File: src/shared/scmg_regs.vh
// Purpose: register map, field positions and timing for the clock mode guard
// Assumes: 8-bit apb offsets, 8-bit registers in the low byte of each word
// Notes:   all figures used by the logic are named here
`ifndef SCMG_REGS_VH
`define SCMG_REGS_VH
// register byte offsets
`define SCMG_OFF_CC0     8'h00
`define SCMG_OFF_CC1     8'h04
`define SCMG_OFF_DET     8'h08
`define SCMG_OFF_PLL     8'h0c
`define SCMG_OFF_PM2     8'h10
`define SCMG_OFF_PRC     8'h14
`define SCMG_OFF_STAT    8'h18
// clock_ctrl_0 fields
`define SCMG_CC0_PWAIT   2
`define SCMG_CC0_SUBEN   4
`define SCMG_CC0_MSTOP   5
`define SCMG_CC0_DIV8    6
`define SCMG_CC0_SUBSEL  7
// clock_ctrl_1 fields
`define SCMG_CC1_STOP    0
`define SCMG_CC1_PLLSRC  1
`define SCMG_CC1_DIVLO   6
`define SCMG_CC1_DIVHI   7
// osc_detect_ctrl fields
`define SCMG_DET_EN      0
`define SCMG_DET_ONCHIP  1
`define SCMG_DET_FLAG    2
`define SCMG_DET_MSTP    3
`define SCMG_DET_RESP    7
// pll_ctrl, processor_mode_2, write_protect_ctrl fields
`define SCMG_PLL_ON      7
`define SCMG_PM2_LOCK    1
`define SCMG_PRC_UNLK    1
// status fields
`define SCMG_ST_STOP     0
`define SCMG_ST_WAIT     1
// bits frozen while clock_lock is set
`define SCMG_CC0_LKMASK  8'ha4
`define SCMG_CC1_LKMASK  8'h03
`define SCMG_DET_LKMASK  8'h01
// reset values
`define SCMG_CC0_RST     8'h40
`define SCMG_CC1_RST     8'h00
`define SCMG_DET_RST     8'h00
`define SCMG_PLL_RST     8'h00
`define SCMG_PM2_RST     8'h00
`define SCMG_PRC_RST     8'h00
// cpu clock source codes
`define SCMG_SRC_MAIN    2'h0
`define SCMG_SRC_PLL     2'h1
`define SCMG_SRC_ONCHIP  2'h2
`define SCMG_SRC_SUB     2'h3
// divider terminal counts (divisor minus one)
`define SCMG_DIV1_TC     4'h0
`define SCMG_DIV2_TC     4'h1
`define SCMG_DIV4_TC     4'h3
`define SCMG_DIV8_TC     4'h7
`define SCMG_DIV16_TC    4'hf
// timing: pclk rate and main oscillator silence limit
`define SCMG_PCLK_MHZ    40
`define SCMG_STOP_NS     1000
`define SCMG_STOP_CYC    ((`SCMG_STOP_NS * `SCMG_PCLK_MHZ) / 1000)
`endif

File: src/verilog/scmg_cpu_div.v
// Purpose: cpu clock enable divider
// Assumes: one pclk domain, code is {div8, hi, lo}
// Notes:   tick is a one-cycle enable, held low while run is low
`include "scmg_regs.vh"
module scmg_cpu_div (
    input  wire       pclk,
    input  wire       presetn,
    input  wire       run,
    input  wire [2:0] code,
    output reg        tick
);
    reg  [3:0] cnt_r;
    reg  [3:0] tc;

    // ratio decode, div8 overrides the field
    always @* begin
        case (code)
            3'h0:    tc = `SCMG_DIV1_TC;
            3'h1:    tc = `SCMG_DIV2_TC;
            3'h2:    tc = `SCMG_DIV4_TC;
            3'h3:    tc = `SCMG_DIV16_TC;
            default: tc = `SCMG_DIV8_TC;
        endcase
    end

    // free counter, pulse at terminal count
    always @(posedge pclk or negedge presetn) begin
        if (!presetn) begin
            cnt_r <= 4'h0;
            tick  <= 1'b0;
        end else if (!run) begin
            cnt_r <= 4'h0;
            tick  <= 1'b0;
        end else if (cnt_r >= tc) begin
            cnt_r <= 4'h0;
            tick  <= 1'b1;
        end else begin
            cnt_r <= cnt_r + 4'h1;
            tick  <= 1'b0;
        end
    end
endmodule

File: src/verilog/scmg_osc_mon.v
// Purpose: main oscillator stop and restart watcher
// Assumes: osc_in is asynchronous, at least 2 mhz when running
// Notes:   stop_evt and restart_evt are one-cycle pulses
`include "scmg_regs.vh"
module scmg_osc_mon (
    input  wire pclk,
    input  wire presetn,
    input  wire osc_in,
    output reg  stop_evt,
    output reg  restart_evt
);
    reg        s1_r;
    reg        s2_r;
    reg        s3_r;
    reg        dead_r;
    reg  [7:0] gap_r;
    wire       edge_seen = s2_r ^ s3_r;

    // two-stage sync, third stage for edge compare
    always @(posedge pclk or negedge presetn) begin
        if (!presetn) begin
            s1_r <= 1'b0;
            s2_r <= 1'b0;
            s3_r <= 1'b0;
        end else begin
            s1_r <= osc_in;
            s2_r <= s1_r;
            s3_r <= s2_r;
        end
    end

    // silence counter and stopped state
    always @(posedge pclk or negedge presetn) begin
        if (!presetn) begin
            gap_r       <= 8'h00;
            dead_r      <= 1'b0;
            stop_evt    <= 1'b0;
            restart_evt <= 1'b0;
        end else begin
            stop_evt    <= 1'b0;
            restart_evt <= 1'b0;
            if (edge_seen) begin
                gap_r <= 8'h00;
                if (dead_r) begin
                    dead_r      <= 1'b0;
                    restart_evt <= 1'b1;
                end
            end else if (gap_r < `SCMG_STOP_CYC) begin
                gap_r <= gap_r + 8'h01;
            end else if (!dead_r) begin
                dead_r   <= 1'b1;
                stop_evt <= 1'b1;
            end
        end
    end
endmodule

File: src/verilog/scmg_top.v
// Purpose: system clock mode guard with apb registers
// Assumes: wait_req and hw_irq come from logic on pclk
// Notes:   main_osc_input is a pin, synchronised in the watcher
//          locked or guarded writes never raise pslverr, their locked or guarded bits are dropped
//          detection events are ignored while the enable bit is low
//
// Decided for this implementation: the address map and register access over APB.
`include "scmg_regs.vh"
module scmg_top (
    input  wire        pclk,
    input  wire        presetn,
    input  wire        psel,
    input  wire        penable,
    input  wire        pwrite,
    input  wire [7:0]  paddr,
    input  wire [31:0] pwdata,
    output reg  [31:0] prdata,
    output reg         pready,
    output reg         pslverr,
    input  wire        main_osc_input,
    input  wire        wait_req,
    input  wire        hw_irq,
    output wire        cpu_clk_en,
    output reg  [1:0]  cpu_src,
    output reg         periph_src_onchip,
    output reg         periph_clk_on,
    output reg         main_osc_on,
    output reg         sub_osc_on,
    output reg         onchip_osc_on,
    output reg         pll_run,
    output reg         stop_mode,
    output reg         wait_mode,
    output reg         osc_stop_reset,
    output reg         osc_detect_irq
);
    // stored control registers
    reg  [7:0] cc0_r;
    reg  [7:0] cc1_r;
    reg  [7:0] det_r;
    reg  [7:0] pll_r;
    reg  [7:0] pm2_r;
    reg  [7:0] prc_r;

    // next values from the decode below
    reg  [7:0] cc0_nxt;
    reg  [7:0] cc1_nxt;
    reg  [7:0] det_nxt;
    reg  [7:0] pll_nxt;
    reg  [7:0] pm2_nxt;
    reg  [7:0] prc_nxt;

    // mode, detection and bus helpers
    reg        stop_nxt;
    reg        wait_nxt;
    reg        orst_nxt;
    reg        irq_nxt;
    reg  [7:0] wv;
    reg  [31:0] rd_nxt;
    reg        err_nxt;
    reg        main_src;
    reg        hs_mode;

    // watcher events and bus decode
    wire       stop_evt;
    wire       restart_evt;
    wire       lock;
    wire       wr;
    wire       setup;
    wire       div_run;

    // bus phases: answer is ready in the first access cycle
    assign setup   = psel & ~penable & ~pready;
    assign wr      = psel & penable & pwrite & pready;
    assign lock    = pm2_r[`SCMG_PM2_LOCK];
    assign div_run = ~stop_mode & ~wait_mode & ~osc_stop_reset;

    // read mux and unmapped check at setup
    always @* begin
        rd_nxt  = 32'h0000_0000;
        err_nxt = 1'b0;

        case (paddr)
            `SCMG_OFF_CC0:  rd_nxt[7:0] = cc0_r;
            `SCMG_OFF_CC1:  rd_nxt[7:0] = cc1_r;
            `SCMG_OFF_DET:  rd_nxt[7:0] = det_r;
            `SCMG_OFF_PLL:  rd_nxt[7:0] = pll_r;
            `SCMG_OFF_PM2:  rd_nxt[7:0] = pm2_r;
            `SCMG_OFF_PRC:  rd_nxt[7:0] = prc_r;
            `SCMG_OFF_STAT: begin
                rd_nxt[`SCMG_ST_STOP] = stop_mode;
                rd_nxt[`SCMG_ST_WAIT] = wait_mode;
            end
            default: err_nxt = 1'b1;
        endcase
    end

    // apb answer flops
    always @(posedge pclk or negedge presetn) begin
        if (!presetn) begin
            pready  <= 1'b0;
            pslverr <= 1'b0;
            prdata  <= 32'h0000_0000;
        end else begin
            pready  <= setup;
            pslverr <= setup & err_nxt;
            prdata  <= setup ? rd_nxt : 32'h0000_0000;
        end
    end

    // mode helpers for guarded transitions
    always @* begin
        main_src = ~cc0_r[`SCMG_CC0_SUBSEL] & ~det_r[`SCMG_DET_ONCHIP] & ~cc1_r[`SCMG_CC1_PLLSRC];
        hs_mode  = main_src & ~cc0_r[`SCMG_CC0_MSTOP];
    end

    // next state of all control registers
    always @* begin
        // hold all but irq_nxt, which defaults low, unless a write or event moves it
        cc0_nxt  = cc0_r;
        cc1_nxt  = cc1_r;
        det_nxt  = det_r;
        pll_nxt  = pll_r;
        pm2_nxt  = pm2_r;
        prc_nxt  = prc_r;
        stop_nxt = stop_mode;
        wait_nxt = wait_mode;
        orst_nxt = osc_stop_reset;
        irq_nxt  = 1'b0;

        // low byte carries the register value
        wv       = pwdata[7:0];

        if (wr && paddr == `SCMG_OFF_CC0) begin
            cc0_nxt = lock ? ((cc0_r & `SCMG_CC0_LKMASK) | (wv & ~`SCMG_CC0_LKMASK)) : wv;

            if (cc0_nxt[`SCMG_CC0_SUBSEL] && !cc0_r[`SCMG_CC0_SUBSEL] && !cc0_r[`SCMG_CC0_SUBEN])
                cc0_nxt[`SCMG_CC0_SUBSEL] = 1'b0;

            if (cc1_r[`SCMG_CC1_PLLSRC])
                cc0_nxt[`SCMG_CC0_SUBSEL] = cc0_r[`SCMG_CC0_SUBSEL];

            if (cc0_nxt[`SCMG_CC0_MSTOP])
                cc0_nxt[`SCMG_CC0_DIV8] = 1'b1;
        end

        if (wr && paddr == `SCMG_OFF_CC1) begin
            cc1_nxt = lock ? ((cc1_r & `SCMG_CC1_LKMASK) | (wv & ~`SCMG_CC1_LKMASK)) : wv;

            if (cc1_nxt[`SCMG_CC1_PLLSRC] && !cc1_r[`SCMG_CC1_PLLSRC] &&
                !(hs_mode && pll_r[`SCMG_PLL_ON]))
                cc1_nxt[`SCMG_CC1_PLLSRC] = 1'b0;

            if (cc1_nxt[`SCMG_CC1_STOP])
                stop_nxt = 1'b1;
        end

        if (wr && paddr == `SCMG_OFF_DET) begin
            det_nxt[`SCMG_DET_EN] = lock ? det_r[`SCMG_DET_EN] : wv[`SCMG_DET_EN];
            det_nxt[`SCMG_DET_RESP] = wv[`SCMG_DET_RESP];

            if (!cc1_r[`SCMG_CC1_PLLSRC] || wv[`SCMG_DET_ONCHIP])
                det_nxt[`SCMG_DET_ONCHIP] = wv[`SCMG_DET_ONCHIP];

            // flag clears on a zero write only
            if (!wv[`SCMG_DET_FLAG])
                det_nxt[`SCMG_DET_FLAG] = 1'b0;
        end

        if (wr && paddr == `SCMG_OFF_PLL && !lock)
            pll_nxt = wv;

        // lock register needs protect unlock
        if (wr && paddr == `SCMG_OFF_PM2 && prc_r[`SCMG_PRC_UNLK])
            pm2_nxt = wv;

        // protect unlock is plain read/write
        if (wr && paddr == `SCMG_OFF_PRC)
            prc_nxt = wv;

        if (wait_req && !stop_mode)
            wait_nxt = 1'b1;

        if (hw_irq && stop_mode) begin
            stop_nxt = 1'b0;
            cc1_nxt[`SCMG_CC1_STOP] = 1'b0;
            cc0_nxt[`SCMG_CC0_DIV8] = 1'b1;
        end

        if (hw_irq && wait_mode)
            wait_nxt = 1'b0;

        if (det_r[`SCMG_DET_EN] && (stop_evt || restart_evt)) begin
            if (!det_r[`SCMG_DET_RESP]) begin
                orst_nxt = 1'b1;
            end else begin
                irq_nxt = ~det_r[`SCMG_DET_FLAG];
                // flag set wins over software clear
                det_nxt[`SCMG_DET_FLAG] = 1'b1;
                // main stopped follows the last event
                det_nxt[`SCMG_DET_MSTP] = stop_evt;

                if (stop_evt && main_src)
                    det_nxt[`SCMG_DET_ONCHIP] = 1'b1;
            end
        end

        if (osc_stop_reset) begin
            cc0_nxt  = `SCMG_CC0_RST;
            cc1_nxt  = `SCMG_CC1_RST;
            det_nxt  = `SCMG_DET_RST;
            pll_nxt  = `SCMG_PLL_RST;
            pm2_nxt  = `SCMG_PM2_RST;
            prc_nxt  = `SCMG_PRC_RST;
            stop_nxt = 1'b0;
            wait_nxt = 1'b0;
            irq_nxt  = 1'b0;
        end
    end

    // control register state
    always @(posedge pclk or negedge presetn) begin
        if (!presetn) begin
            cc0_r          <= `SCMG_CC0_RST;
            cc1_r          <= `SCMG_CC1_RST;
            det_r          <= `SCMG_DET_RST;
            pll_r          <= `SCMG_PLL_RST;
            pm2_r          <= `SCMG_PM2_RST;
            prc_r          <= `SCMG_PRC_RST;
            stop_mode      <= 1'b0;
            wait_mode      <= 1'b0;
            osc_stop_reset <= 1'b0;
            osc_detect_irq <= 1'b0;
        end else begin
            cc0_r          <= cc0_nxt;
            cc1_r          <= cc1_nxt;
            det_r          <= det_nxt;
            pll_r          <= pll_nxt;
            pm2_r          <= pm2_nxt;
            prc_r          <= prc_nxt;
            stop_mode      <= stop_nxt;
            wait_mode      <= wait_nxt;
            osc_stop_reset <= orst_nxt;
            osc_detect_irq <= irq_nxt;
        end
    end

    // clock source and oscillator outputs from the new state
    always @(posedge pclk or negedge presetn) begin
        if (!presetn) begin
            cpu_src           <= `SCMG_SRC_MAIN;
            periph_src_onchip <= 1'b0;
            periph_clk_on     <= 1'b1;
            main_osc_on       <= 1'b1;
            sub_osc_on        <= 1'b0;
            onchip_osc_on     <= 1'b0;
            pll_run           <= 1'b0;
        end else begin
            if (cc0_nxt[`SCMG_CC0_SUBSEL])
                cpu_src <= `SCMG_SRC_SUB;
            else if (det_nxt[`SCMG_DET_ONCHIP])
                cpu_src <= `SCMG_SRC_ONCHIP;
            else if (cc1_nxt[`SCMG_CC1_PLLSRC])
                cpu_src <= `SCMG_SRC_PLL;
            else
                cpu_src <= `SCMG_SRC_MAIN;

            periph_src_onchip <= det_nxt[`SCMG_DET_ONCHIP] | det_nxt[`SCMG_DET_MSTP];
            onchip_osc_on     <= ~stop_nxt & (det_nxt[`SCMG_DET_ONCHIP] | det_nxt[`SCMG_DET_MSTP]);
            // peripherals gated in stop, and in wait when asked
            periph_clk_on     <= ~stop_nxt & ~(wait_nxt & cc0_nxt[`SCMG_CC0_PWAIT]);

            main_osc_on       <= ~stop_nxt & ~cc0_nxt[`SCMG_CC0_MSTOP];

            // sub may run in pll mode
            sub_osc_on        <= ~stop_nxt & cc0_nxt[`SCMG_CC0_SUBEN];
            // pll enable follows its control bit outside stop
            pll_run           <= ~stop_nxt & pll_nxt[`SCMG_PLL_ON];
        end
    end

    scmg_cpu_div u_div (
        .pclk    (pclk),
        .presetn (presetn),
        .run     (div_run),
        .code    ({cc0_r[`SCMG_CC0_DIV8], cc1_r[`SCMG_CC1_DIVHI], cc1_r[`SCMG_CC1_DIVLO]}),
        .tick    (cpu_clk_en)
    );

    scmg_osc_mon u_mon (
        .pclk        (pclk),
        .presetn     (presetn),
        .osc_in      (main_osc_input),
        .stop_evt    (stop_evt),
        .restart_evt (restart_evt)
    );
endmodule
File: config.mk
export PLATFORM = sky130hd
export DESIGN_NAME = scmg_top
export DESIGN_NICKNAME = d
export VERILOG_FILES = /design/src/verilog/scmg_cpu_div.v /design/src/verilog/scmg_osc_mon.v /design/src/verilog/scmg_top.v
export VERILOG_INCLUDE_DIRS = /design/src /design/src/shared
export SDC_FILE = /design/constraint.sdc
export NUM_CORES = 1
export LEC_CHECK = 0
export ABC_AREA = 1
export BUFFER_PORTS_ARGS = -buffer_cell sky130_fd_sc_hd__buf_2
export CAP_MARGIN = 40
export CELL_PAD_IN_SITES_DETAIL_PLACEMENT = 0
export CELL_PAD_IN_SITES_GLOBAL_PLACEMENT = 2
export CORE_UTILIZATION = 35
export DETAILED_ROUTE_END_ITERATION = 10
export GPL_ROUTABILITY_DRIVEN = 0
export HOLD_SLACK_MARGIN = 0.12
export PLACE_DENSITY = 0.84
export SYNTH_ARGS = -nofsm -noshare
export SYNTH_HDL_FRONTEND = slang
export SYNTH_SLANG_ARGS = --single-unit
File: constraint.sdc
create_clock -name pclk -period 3 [get_ports pclk]
set_input_delay 0.6 -clock pclk [delete_from_list [all_inputs] [get_ports pclk]]
set_output_delay 0.6 -clock pclk [all_outputs]
set_load 0.01 [all_outputs]
-- Word level (Yosys, flattened, before mapping)
Index checks and enable logic that the tools add are counted.
W data, S select, Z words.
- logic and storage cells: 184
- register bits after elaboration: 86
- output and inout port bits: 47
- reductions and logical operators: 40
- $add $sub $neg: 2
- $lt $le $gt $ge: 2
- equal/unequal tests: 11
- muxes and demuxes: 58
- bitwise operators: 35
- operator list (operator ; count):
    $mux W8 ; 16
    $pmux W6 S6 ; 1
    $mux W1 ; 32
    $eq A8 B5 Y1 const B ; 3
    $logic_and A1 B1 Y1 ; 18
    $and A1 B1 Y1 ; 17
    $eq A8 B4 Y1 const B ; 2
    $pmux W4 S4 ; 1
    $not A1 Y1 ; 14
    $pmux W2 S7 ; 1
    $reduce_bool A2 Y1 ; 7
    $mux W3 ; 3
    $add A8 B1 Y8 const B ; 1
    $eq A8 B3 Y1 const B ; 1
    $logic_not A8 Y1 ; 1
    $lt A8 B6 Y1 const B ; 1
    $mux W4 ; 2
    $or A2 B8 Y8 ; 1
    $or A8 B7 Y8 ; 1
    $reduce_or A7 Y1 ; 1
    $eq A3 B2 Y1 const B ; 2
    $logic_not A1 Y1 ; 6
    $reduce_bool A3 Y1 ; 2
    $add A4 B1 Y4 const B ; 1
    10 further kinds ; 13

-- Longest topological paths before layout
Gate-level depths: netlist (run 1).
- depth in word-level cells: 14
- mapped depth: 10

-- Cells and area by module
A second synthesis (run 1) with hierarchy kept.
- cell total of the unflattened synthesis: 496
- area, all modules: 4404.2 sq um
- modules (own cells, without submodules) (module ; instances ; seq. area each (sq um) ; cells an instance ; area an instance (sq um)):
    scmg_top ; 1 ; 1680.4 ; 386 ; 3447.1
    scmg_osc_mon ; 1 ; 350.3 ; 70 ; 625.6
    scmg_cpu_div ; 1 ; 125.1 ; 40 ; 331.6

-- Worst setup path after synthesis (run 1)
Ideal clock, no wire load.
- path type: input to register
- start: in paddr[7]
- end: reg prc_r[5]
- stages on the path: 9
- library setup time: 120 ps
- slack: 1385 ps
- arrival time: 1495 ps
- path buffers: 1
- cell sequence: nor2_4 nand2_2 nor2_4 nand2_1 nand2_1 inv_2 buf_6 nand2_1 o21ai_2
- cells in the longest elaborated chain, start to end: 3
- RTL lines (element ; RTL line ; text):
    start: declaration ; scmg_top.v:15 ; input wire [7:0] paddr,
    $eq A8 B5 Y1 ; - ;
    $logic_and A1 B1 Y1 (no source line) ; - ;
    $reduce_bool A2 Y1 (no source line) ; - ;
    end signal: assignment ; scmg_top.v:228 ; prc_r <= `SCMG_PRC_RST;
    end signal: assignment ; scmg_top.v:239 ; prc_r <= prc_nxt;
    end: declaration ; scmg_top.v:42 ; reg [7:0] prc_r;
No other way between the ends.
A chain may end at the register's enable or synchronous reset.

-- Worst setup path after layout (run 1)
- start: in paddr[4]
- end: reg pll_run
- cells in the longest elaborated chain, start to end: 7
- elaborated cells between the ends (all ways): 12
- those cells by class: eq/ne: 2; mux: 5; bitwise: 2; reduce/logical: 3
- RTL lines (element ; RTL line ; text):
    $eq A8 B3 Y1 ; - ;
    $logic_and A1 B1 Y1 (no source line) ; - ;
    $mux W1 ; scmg_top.v:146 ; if (wr && paddr == `SCMG_OFF_CC1) begin
    $mux W1 ; scmg_top.v:183 ; if (hw_irq && stop_mode) begin
    $mux W1 ; scmg_top.v:207 ; if (osc_stop_reset) begin
    $not A1 Y1 ; scmg_top.v:277 ; pll_run <= ~stop_nxt & pll_nxt[`SCMG_PLL_ON];
    $and A1 B1 Y1 (*) ; scmg_top.v:277 ;
    end signal: assignment ; scmg_top.v:277 ;
    end: declaration ; scmg_top.v:30 ; output reg pll_run,
Mark *: on every way between the ends. The rest lies on a longest branch, timed or not. The select of a mux whose other input is x is not followed.

==> summary.md, run 1 <==
| Metric | Value |
|---|---|
| Status | complete, but fails checks |
| Failing checks | DRC |
| Row count | 39 |
| Crit-path most repeated cell | nand2_1 |
| Worst setup SP type | input port |
| Vias | 3205 |
| Overflow left after global routing | 0 |
| Final critical-path required period | 1.71 ns |
| Hold/Removal Path Class | input port to asynchronous set/reset pin |
| Cell area after layout | 0.00480 mm^2 |
| Buffers on Ports | 46 |
| Critical Path Fanout Max | 13 |
| Power per cell area | 604 mW/mm^2 |
| Pin count of the biggest net entering global routing | 48 |
| Skew-Pair Late Insertion Delay | 0.34 ns |
| Worst-path cell chain | buf_2 -> nor2_2 -> nand2_4 -> nor2_2 -> buf_4 -> nand2_1 -> buf_4 -> nand2_1 -> nand2_1 -> nand2_1 -> nor2_1 |
| Die X | 111 um |
| Core area | 0.0115 mm^2 |
| Measured slew at the worst slew-check pin | 0.722 ns |
| First-pass GRT wire length | 16.2 mm |
| Critical Path Slowest Stage Cell | buf_4 |
| Clock transition at path regs | 0.06 ns |
| Worst Setup Path Type | input port to register |
| # clock sinks | 86 |
| Routed WL per cell | 14.5 um |
| CTS tree | yes |
| Hold slack | 0.273 ns |
| Die area | 0.0124 mm^2 |
| DRC viols | 10 |
| Clk_skew | 0.00388 ns |
| Setup Buffers After CTS | 0 |
| Initial antenna violation count | 0 |
| CTS Buffer Depth | 2 |
| Ant. Diodes | 0 |
| DPL Wire Length | 7.19 mm |
| Crit share post-route | 57.2% |
| Post-synth top area cell | dfrtp_1 |
| Element type at the critical path end | register |
| Vias per cell | 4.78 |
| H-tree level count | 3 |
| Final core utilization | 41.7% |
| Fmax achieved | 583 MHz |
| CP delay by family, top | simple AND/OR/NAND/NOR gates |
| Lkg Pwr | 2.47 nW |
| Synthesized area | 0.00418 mm^2 |
| Clock Root Buffer | clkbuf_16 |
| Total CTS buffers | 9 |
| RSZ-0062 raised after global routing | false |
| Register area share after synthesis | 51.6% |
| Synthesized area per cell | 8.95 um^2 |
| WP data required | 3.22 ns |
| Post-route ant nets | 0 |
| Fillers | 1137 |
| Max transition margin | 51.8% |
| P&R area growth vs syn | 14.8% |
| Unique masters post-synth | 37 |
| 1st-pass router iterations | 7 |
| Overall die height | 111 um |
| Yosys reg bits | 86 |
| VDD IR max | 259 uV |
| Pins Over Slew Limit | 0 |
| Fraction of layout cells with a size suffix above 1 | 19.5% |
| Synthesis Warnings | 0 |
| Buf/Inv on CP | 3 |
| DRT iter0 DRCs | 167 |
| Largest cells by area after synthesis | dfrtp_1 (50%), nand2_1 (8.2%), inv_1 (5.1%) |
| DP Area | 0.00450 mm^2 |
| Post-CTS sizing | 0 |
| Max_cap viols | 0 |
| Cells after Synth | 467 |
| Hold_buf cts | 0 |
| Final Hold Viols | 0 |
| Initial Utilization | 36.3% |
| IO Pins | 95 |
| WL final | 9.73 mm |
| CP max stage delay | 0.18 ns |
| Final setup violation count | 0 |
| Nets | 576 |
| TNS Setup | 0 ns |
| Vias in the first global route | 3070 |
| All-Layer GR Usage | 17.1% |
| Area share of the largest cell type after synthesis | 49.7% |
| WP data arrival | 1.93 ns |
placed cells by master (no fill, tap or decap), types with 6 or more instances in the layout:
cell	instances
nand2_1	91
dfrtp_1	83
inv_1	57
buf_2	45
nor2_1	41
nand3_1	31
o21ai_0	31
conb_1	24
o22ai_1	14
a21oi_1	10
clkbuf_16	9
buf_4	9
o21ai_1	8
o21ai_2	8
nand4_1	6
nor2_4	6
ha_1	6
kinds of logic (layout without fill, tap and decap cells):
kind of cell / count (synthesis) / count (layout) / synth area share, %
simple gates: 193 / 193 / 22.1
buf+inv: 93 / 130 / 11.2
flops: 86 / 86 / 51.6
compound gates: 82 / 82 / 11.9
fa+ha+maj: 6 / 6 / 1.80
xor+xnor: 6 / 6 / 1.26
other cells: 1 / 24 / 0.0897
area by class of cell:
class / instances / area, um^2 / area share (%)
flip-flops and latches: 86 / 2160 / 44.9
multi-input cells: 311 / 1640 / 34.2
inverters: 60 / 225 / 4.69
clock inverters: 3 / 42.5 / 0.887
well taps: 143 / 179 / 3.73
clock buffers: 13 / 260 / 5.42
repair buffers: 54 / 293 / 6.10
path summary, 6_finish.rpt:
path	from	end	slack, ns	cells past startpoint
max in group asynchronous	presetn	periph_clk_on	1.96	2
min in group pclk	u_mon.s1_r	u_mon.s2_r	0.36	0
max	paddr[4]	pll_run	1.29	11
max reg2reg	osc_stop_reset	sub_osc_on	1.29	5
min	presetn	u_mon.gap_r[6]	0.27	1
min reg2reg	u_mon.s1_r	u_mon.s2_r	0.36	0
synth_stat cells, drive strengths merged:
master / n
nand2: 97
dfrtp: 83
inv: 60
nor2: 53
o21ai: 47
buf: 33
nand3: 33
o22ai: 14
a21oi: 10
ha: 6
nand4: 6
a31oi: 3
dfstp: 3
nor3: 3
xnor2: 3
xor2: 3
o21bai: 2
o31ai: 2
a41oi: 1
conb: 1
nand3b: 1
o211ai: 1
o21a: 1
o32ai: 1
per-layer routing:
layer,up-vias,share of wire [%],track usage [%]
met5,-,0,0
met4,0,1.3,6.76
met3,11,5.0,2.62
met2,79,48,27.6
met1,1542,46,22.9
li1,1573,-,-
registers in the layout, indices dropped and copies added, names as in the netlist, 2 cells and up:
| name | cells |
|---|---|
| cc0_r | 8 |
| cc1_r | 8 |
| cpu_src | 2 |
| det_r | 5 |
| pll_r | 8 |
| pm2_r | 8 |
| prc_r | 8 |
| prdata | 8 |
| u_div.cnt_r | 4 |
| u_mon.gap_r | 8 |
per-stage QoR:
step	setup slack, ns	power (mW)	std cells
6_report	1.29	2.90	670
5_1_grt	1.10	3.04	670
4_1_cts	1.28	2.92	670
3_5_place_dp	0.928	1.79	654
3_3_place_gp	0.942	1.78	654
2_1_floorplan	1.39	1.67	490
power by group:
group / switching, mW / internal (mW)
clock network: 0.441 / 0.690
logic: 0.242 / 0.142
registers: 0.0943 / 1.29
Power figures use the tool's default switching activity.
==> run 2, diff against run 1 <==
ABC_AREA = 0   (was 1)
CORE_UTILIZATION = 31   (was 35)
PLACE_DENSITY = 0.75   (was 0.84)
clock period = 1.5 ns   (was 3 ns; I/O delays follow)
==> summary.md, run 2 <==
| Metric | Value |
|---|---|
| DRT iter0 DRCs | 134 |
| Die area | 0.0141 mm^2 |
| Int Pwr | 3.74 mW |
| Vias | 3335 |
| Initial Utilization | 31.8% |
| Total CTS buffers | 9 |
| Lkg Pwr | 2.68 nW |
| Buffers on Ports | 46 |
| CTS tree | yes |
| WP data arrival | 2.10 ns |
| WL final | 11.1 mm |
| IO Pins | 95 |
| VDD IR max | 484 uV |
| TNS Setup | -8.70 ns |
| Skew-Pair Late Insertion Delay | 0.34 ns |
| Clk_skew | 0.00498 ns |
| Row count | 42 |
| Finished Layout Cells | 693 |
| Final critical-path required period | 1.86 ns |
| Fmax achieved | 537 MHz |
| Worst Setup Path Type | register to register |
| Pin count of the biggest net entering global routing | 34 |
| Ys flop type | dfrtp_1 |
| Post-route ant nets | 0 |
| Final Hold Viols | 0 |
| Initial antenna violation count | 0 |
| Most frequent cells in the layout | dfrtp_1 (82), nor2_1 (56), buf_4 (48), buf_2 (45), mux2i_1 (32) |
| # clock sinks | 86 |
| Nets | 566 |
| Commonest non-fill, non-tap cell in the layout | dfrtp_1 |
| First-pass GRT wire length | 17.7 mm |
| RSZ-0062 raised after global routing | true |
| Placed instance count | 664 |
| Area share of the largest cell type after synthesis | 49.3% |
| H-tree level count | 3 |
| Element type at the critical path end | register |
| Die X | 119 um |
| Status | complete, but fails checks |
| Met3 usage | 3.57% |
| Cells after Synth | 404 |
| Clock power share | 43.0% |
| Fraction of layout cells with a size suffix above 1 | 40.2% |
| Overflow left after global routing | 0 |
| Hold/Removal Path Class | input port to register |
| Net Sw Frac | 25.3% |
| Fillers | 1295 |
| Gr busiest metal | met2 |
| Clock transition at path regs | 0.07 ns |
| Net switching power | 1.27 mW |
| Measured slew at the worst slew-check pin | 0.581 ns |
| P&R area growth vs syn | 37.2% |
| Failing checks | setup timing |
| Async set-or-reset flop fraction in the synthesized netlist | 100% |
| Vias in the first global route | 3303 |
| EDFF count, synth | 0 |
| Pins Over Slew Limit | 0 |
| GR Util met1 | 21.9% |
| DRC viols | 0 |
| CTS Buffer Depth | 2 |
| Critical Path Fanout Max | 2 |
| Yosys reg bits | 86 |
| Clock Root Buffer | clkbuf_16 |
| Post-synth top area cell | dfrtp_1 |
| Register area share after synthesis | 51.1% |
| Ant. Diodes | 0 |
| Synthesized area | 0.00422 mm^2 |
| Largest cells by area after synthesis | dfrtp_1 (49%), mux2i_1 (8.5%), nor2_1 (5.3%) |
| Vias per cell | 4.81 |
| Synthesized area per cell | 10.4 um^2 |
| Core area | 0.0132 mm^2 |
| Synthesis Warnings | 0 |
| 1st-pass router iterations | 4 |
| Overall die height | 119 um |
| Cell area after layout | 0.00579 mm^2 |
| Routed WL per cell | 16.1 um |
| Logic pwr share | 9.5% |
| Crit share post-route | 124% |
| Seq pwr share | 47.6% |
| List of most frequent post-synthesis cells | dfrtp_1 (83), nor2_1 (59), mux2i_1 (36) |
| Final worst slack | -0.363 ns |
| Unique masters post-synth | 56 |
| WP data required | 1.73 ns |
| Final setup violation count | 56 |
| Max transition margin | 61.2% |
| Met2 global-route usage | 26.6% |
| DP Area | 0.00503 mm^2 |
| Most used standard cell by instance count after synthesis | dfrtp_1 |
| Max_cap viols | 0 |
| All-Layer GR Usage | 16.5% |
| DPL Wire Length | 7.93 mm |
| Worst setup SP type | register |
| Power per cell area | 865 mW/mm^2 |
run 2: cell count changes in the layout (fill, tap and decap cells not counted), sizes merged, moves of 5 or more:
cell,before,now
mux2i,0,36
inv,60,11
o21ai,47,14
o22ai,14,0
nand3,33,13
nand2,97,23
buf,54,116
nor4,0,6
nor3,3,10
a21oi,10,22
nor2,53,61
a22oi,0,5
run 2: kinds of logic (layout without fill, tap and decap cells):
| family | count (synthesis) | in the layout | share of synthesized area, % |
|---|---|---|---|
| other | 1 | 24 | 0.0889 |
| AOI/OAI and AO/OA | 65 | 65 | 10.4 |
| adders and majority gates | 6 | 6 | 1.78 |
| DFF | 86 | 86 | 51.1 |
| buffers and inverters | 53 | 143 | 6.97 |
| muxes | 42 | 42 | 10.9 |
| xor gates and xnor gates | 7 | 7 | 1.45 |
| and+or+nand+nor | 144 | 144 | 17.3 |
run 2: repair_timing:
item,4_1_cts,5_1_grt
hold endpoints to repair,85,0
pin swaps,24,22
gates resized for setup,43,46
setup buffers,6,5
hold buffers,2,0
setup endpoints to repair,54,58
run 2: metal layers:
metal | routed length [um] | up-vias | part of all wire [%]
li1 | - | 1587 | -
met1 | 5160 | 1664 | 46
met2 | 5390 | 73 | 48
met3 | 439 | 11 | 3.9
met4 | 155 | 0 | 1.4
met5 | 0 | - | 0
run 2: stage by stage:
step,total power [mW],hold slack [ns],utilization [%],setup slack (ns)
after detailed placement,2.86,0.166,38.0,-0.543
after floorplan,2.66,0.00441,-,-0.320
after global placement,2.85,0.167,38.0,-0.522
after global routing,5.21,0.262,43.7,-0.450
final,5.00,0.266,43.7,-0.363
after CTS,5.06,0.253,42.0,-0.354
run 2: worst paths after layout:
check	from	endpoint	slack [ns]	cells after the start
max in group asynchronous	presetn	pm2_r[4]	0.66	3
min in group asynchronous	presetn	u_div.tick	0.35	2
max reg2reg	cc1_r[6]	u_div.tick	-0.36	8
max	cc1_r[6]	u_div.tick	-0.36	8
min reg2reg	u_mon.s1_r	u_mon.s2_r	0.35	0
min	pwdata[3]	prc_r[3]	0.27	3
run 2: final cells by class:
class	count	area (um^2)	share of cell area, %
multi-input cells	288	2180	37.7
flip-flops and latches	86	2160	37.3
repair buffers	118	903	15.6
clock buffers	10	239	4.13
well taps	176	220	3.81
clock inverters	6	52.6	0.908
inverters	9	33.8	0.584
run 2: critical path, stage by stage (launching register included):
cell	delay [ns]
dfrtp_1	0.40
or3_1	0.36
ha_1	0.28
nand2b_4	0.14
a21o_1	0.16
a21oi_2	0.14
buf_4	0.13
o21ai_2	0.04
and2_1	0.12
run 2: power by group through the flow:
stage | clock (mW) | combinational (mW) | sequential (mW)
2_1_floorplan | 0 | 0.227 | 2.43
4_1_cts | 2.22 | 0.460 | 2.38
5_1_grt | 2.31 | 0.521 | 2.38
3_5_place_dp | 0 | 0.437 | 2.42
3_3_place_gp | 0 | 0.431 | 2.42
6_report | 2.15 | 0.474 | 2.38
==> run 3, diff against run 2 <==
CORE_UTILIZATION = 34   (was 31)
PLACE_DENSITY = 0.78   (was 0.75)
RECOVER_POWER = 25   (was default)
clock period = 2.1 ns   (was 1.5 ns; I/O delays follow)
==> summary.md, run 3 (synthesized netlist as in run 2, its figures left out) <==
| Metric | Value |
|---|---|
| Status | complete, no violations |
| Final worst slack | 0.202 ns |
| Initial antenna violation count | 0 |
| Lkg Pwr | 2.44 nW |
| DPL Wire Length | 7.57 mm |
| Pin count of the biggest net entering global routing | 45 |
| Overflow left after global routing | 0 |
| First-pass GRT wire length | 17.0 mm |
| Critical Path Fanout Max | 4 |
| Skew-Pair Late Insertion Delay | 0.35 ns |
| Initial Utilization | 35.0% |
| Critical Path Slowest Stage Cell | dfrtp_1 |
| RSZ-0062 raised after global routing | false |
| R2r endpoint | u_div.cnt_r[2] |
| Overall die height | 113 um |
| Commonest non-fill, non-tap cell in the layout | dfrtp_1 |
| All-Layer GR Usage | 17.5% |
| DRC viols | 0 |
| Max transition margin | 30.2% |
| Placed instance count | 635 |
| Reg2Reg Depth | 7 |
| Element type at the critical path end | register |
| DRT iter0 DRCs | 137 |
| Fmax achieved | 527 MHz |
| Final Hold Viols | 0 |
| Setup Buffers After CTS | 0 |
| Final core utilization | 42.3% |
| Worst setup SP type | register |
| # clock sinks | 86 |
| Worst Hold Launch | main_osc_input |
| Nets | 533 |
| Fraction of layout cells with a size suffix above 1 | 23.8% |
| H-tree level count | 3 |
| Finished Layout Cells | 652 |
| Pre-CTS setup slack | -0.121 ns |
| Vias | 3138 |
| CTS tree | yes |
| Pins Over Slew Limit | 0 |
| Row count | 40 |
| WP data arrival | 2.17 ns |
| Clock Root Buffer | clkbuf_16 |
| Hold Path Sink | u_mon.s1_r |
| Hold/Removal Path Class | input port to register |
| WP data required | 2.37 ns |
| Routed WL per cell | 16.0 um |
| CTS Buffer Depth | 2 |
| IO Pins | 95 |
| VDD IR max | 366 uV |
| Final critical-path required period | 1.90 ns |
| R2R Setup Slk | 0.20 ns |
| Ant. Diodes | 0 |
| Clk_skew | 0.0110 ns |
| Routed wl met3 | 396 um |
| Reg2reg start | cc1_r[7] |
| DR top layer | met4 |
| Power per cell area | 695 mW/mm^2 |
| Die area | 0.0129 mm^2 |
| Fillers | 1172 |
| WL met2 | 5.06 mm |
| DP Area | 0.00481 mm^2 |
| Crit share post-route | 90.4% |
| Cell area after layout | 0.00510 mm^2 |
| WL final | 10.4 mm |
| Die X | 113 um |
| 1st-pass router iterations | 4 |
| Clock transition at path regs | 0.07 ns |
| Vias per cell | 4.81 |
| Measured slew at the worst slew-check pin | 1.05 ns |
| Most frequent cells in the layout | dfrtp_1 (83), nor2_1 (59), buf_2 (42), mux2i_1 (36), buf_4 (34) |
| Worst Setup Path Type | register to register |
| Worst-path cell chain | or3_1 -> ha_1 -> nand2b_1 -> a21o_1 -> a21oi_1 -> o211ai_1 -> nor2_1 |
| Final setup violation count | 0 |
| CP max stage delay | 0.38 ns |
| Vias in the first global route | 3200 |
| Core area | 0.0121 mm^2 |
| P&R area growth vs syn | 20.9% |
| Max_cap viols | 0 |
| Post-route ant nets | 0 |
| M1 WL | 4.87 mm |
| Buffers on Ports | 46 |
| Worst hold path depth | 1 |
| Total CTS buffers | 9 |
| TNS Setup | 0 ns |
[run 3: cell types whose count changed in the layout (fill, tap and decap cells not counted), moves of 6 or more]
cell,before,now
buf_4,48,34
buf_6,18,0
nand3_2,8,0
a21oi_2,16,1
a21oi_1,6,21
o21ai_0,8,14
nand3_1,4,13
[run 3: repair_timing]
action / in CTS / in global routing
gates resized for setup: 0 / 0
hold buffers: 1 / 0
endpoints found under the hold margin: 34 / 0
[run 3: routing by layer]
layer  global-route usage (%)  vias to the layer above
met1                     23.5                     1532
met5                        0                        -
li1                         -                     1523
met4                     5.26                        0
met2                     28.3                       74
met3                     3.91                        9
[run 3: layout make-up]
| type | count | area (um^2) | share of cell area [%] |
|---|---|---|---|
| Timing Repair Buffer | 85 | 556 | 10.9 |
| Clock buffer | 9 | 225 | 4.42 |
| Clock inverter | 7 | 65.1 | 1.28 |
| Tap cell | 168 | 210 | 4.12 |
| Sequential cell | 86 | 2160 | 42.3 |
| Inverter | 9 | 33.8 | 0.663 |
| Multi-Input combinational cell | 288 | 1850 | 36.3 |
[run 3: power breakdown]
group	switching [mW]	leakage (nW)	internal, mW	total, mW
Clock	0.740	0.134	0.831	1.57
Combinational	0.175	1.15	0.0920	0.267
Sequential	0.0200	1.16	1.68	1.70
Total	0.936	2.44	2.61	3.54
[run 3: stage by stage]
| stage | hold slack [ns] | total power, mW |
|---|---|---|
| 2_1_floorplan | 0.124 | 1.89 |
| 3_3_place_gp | 0.334 | 2.00 |
| 3_5_place_dp | 0.336 | 2.01 |
| 4_1_cts | 0.164 | 3.58 |
| 5_1_grt | 0.159 | 3.68 |
| 6_report | 0.175 | 3.54 |
[run 3: critical path: cells and delay by family, from the launching register on]
family	cells	cell delay (ns)
simple gates	3	0.67
compound gates	3	0.51
flops	1	0.38
fa+ha+maj	1	0.27
[run 3: how the worst max path moves through the flow]
stage	to	startpoint	slack, ns	cells after the start
floorplan	cc1_r[4]	paddr[5]	0.10	6
global placement	cpu_src[0]	paddr[5]	-0.10	6
detailed placement	onchip_osc_on	paddr[5]	-0.12	8
CTS	u_div.cnt_r[2]	cc1_r[7]	0.17	7
global route	u_div.cnt_r[3]	cc1_r[7]	0.04	7
finish	u_div.cnt_r[2]	cc1_r[7]	0.20	7
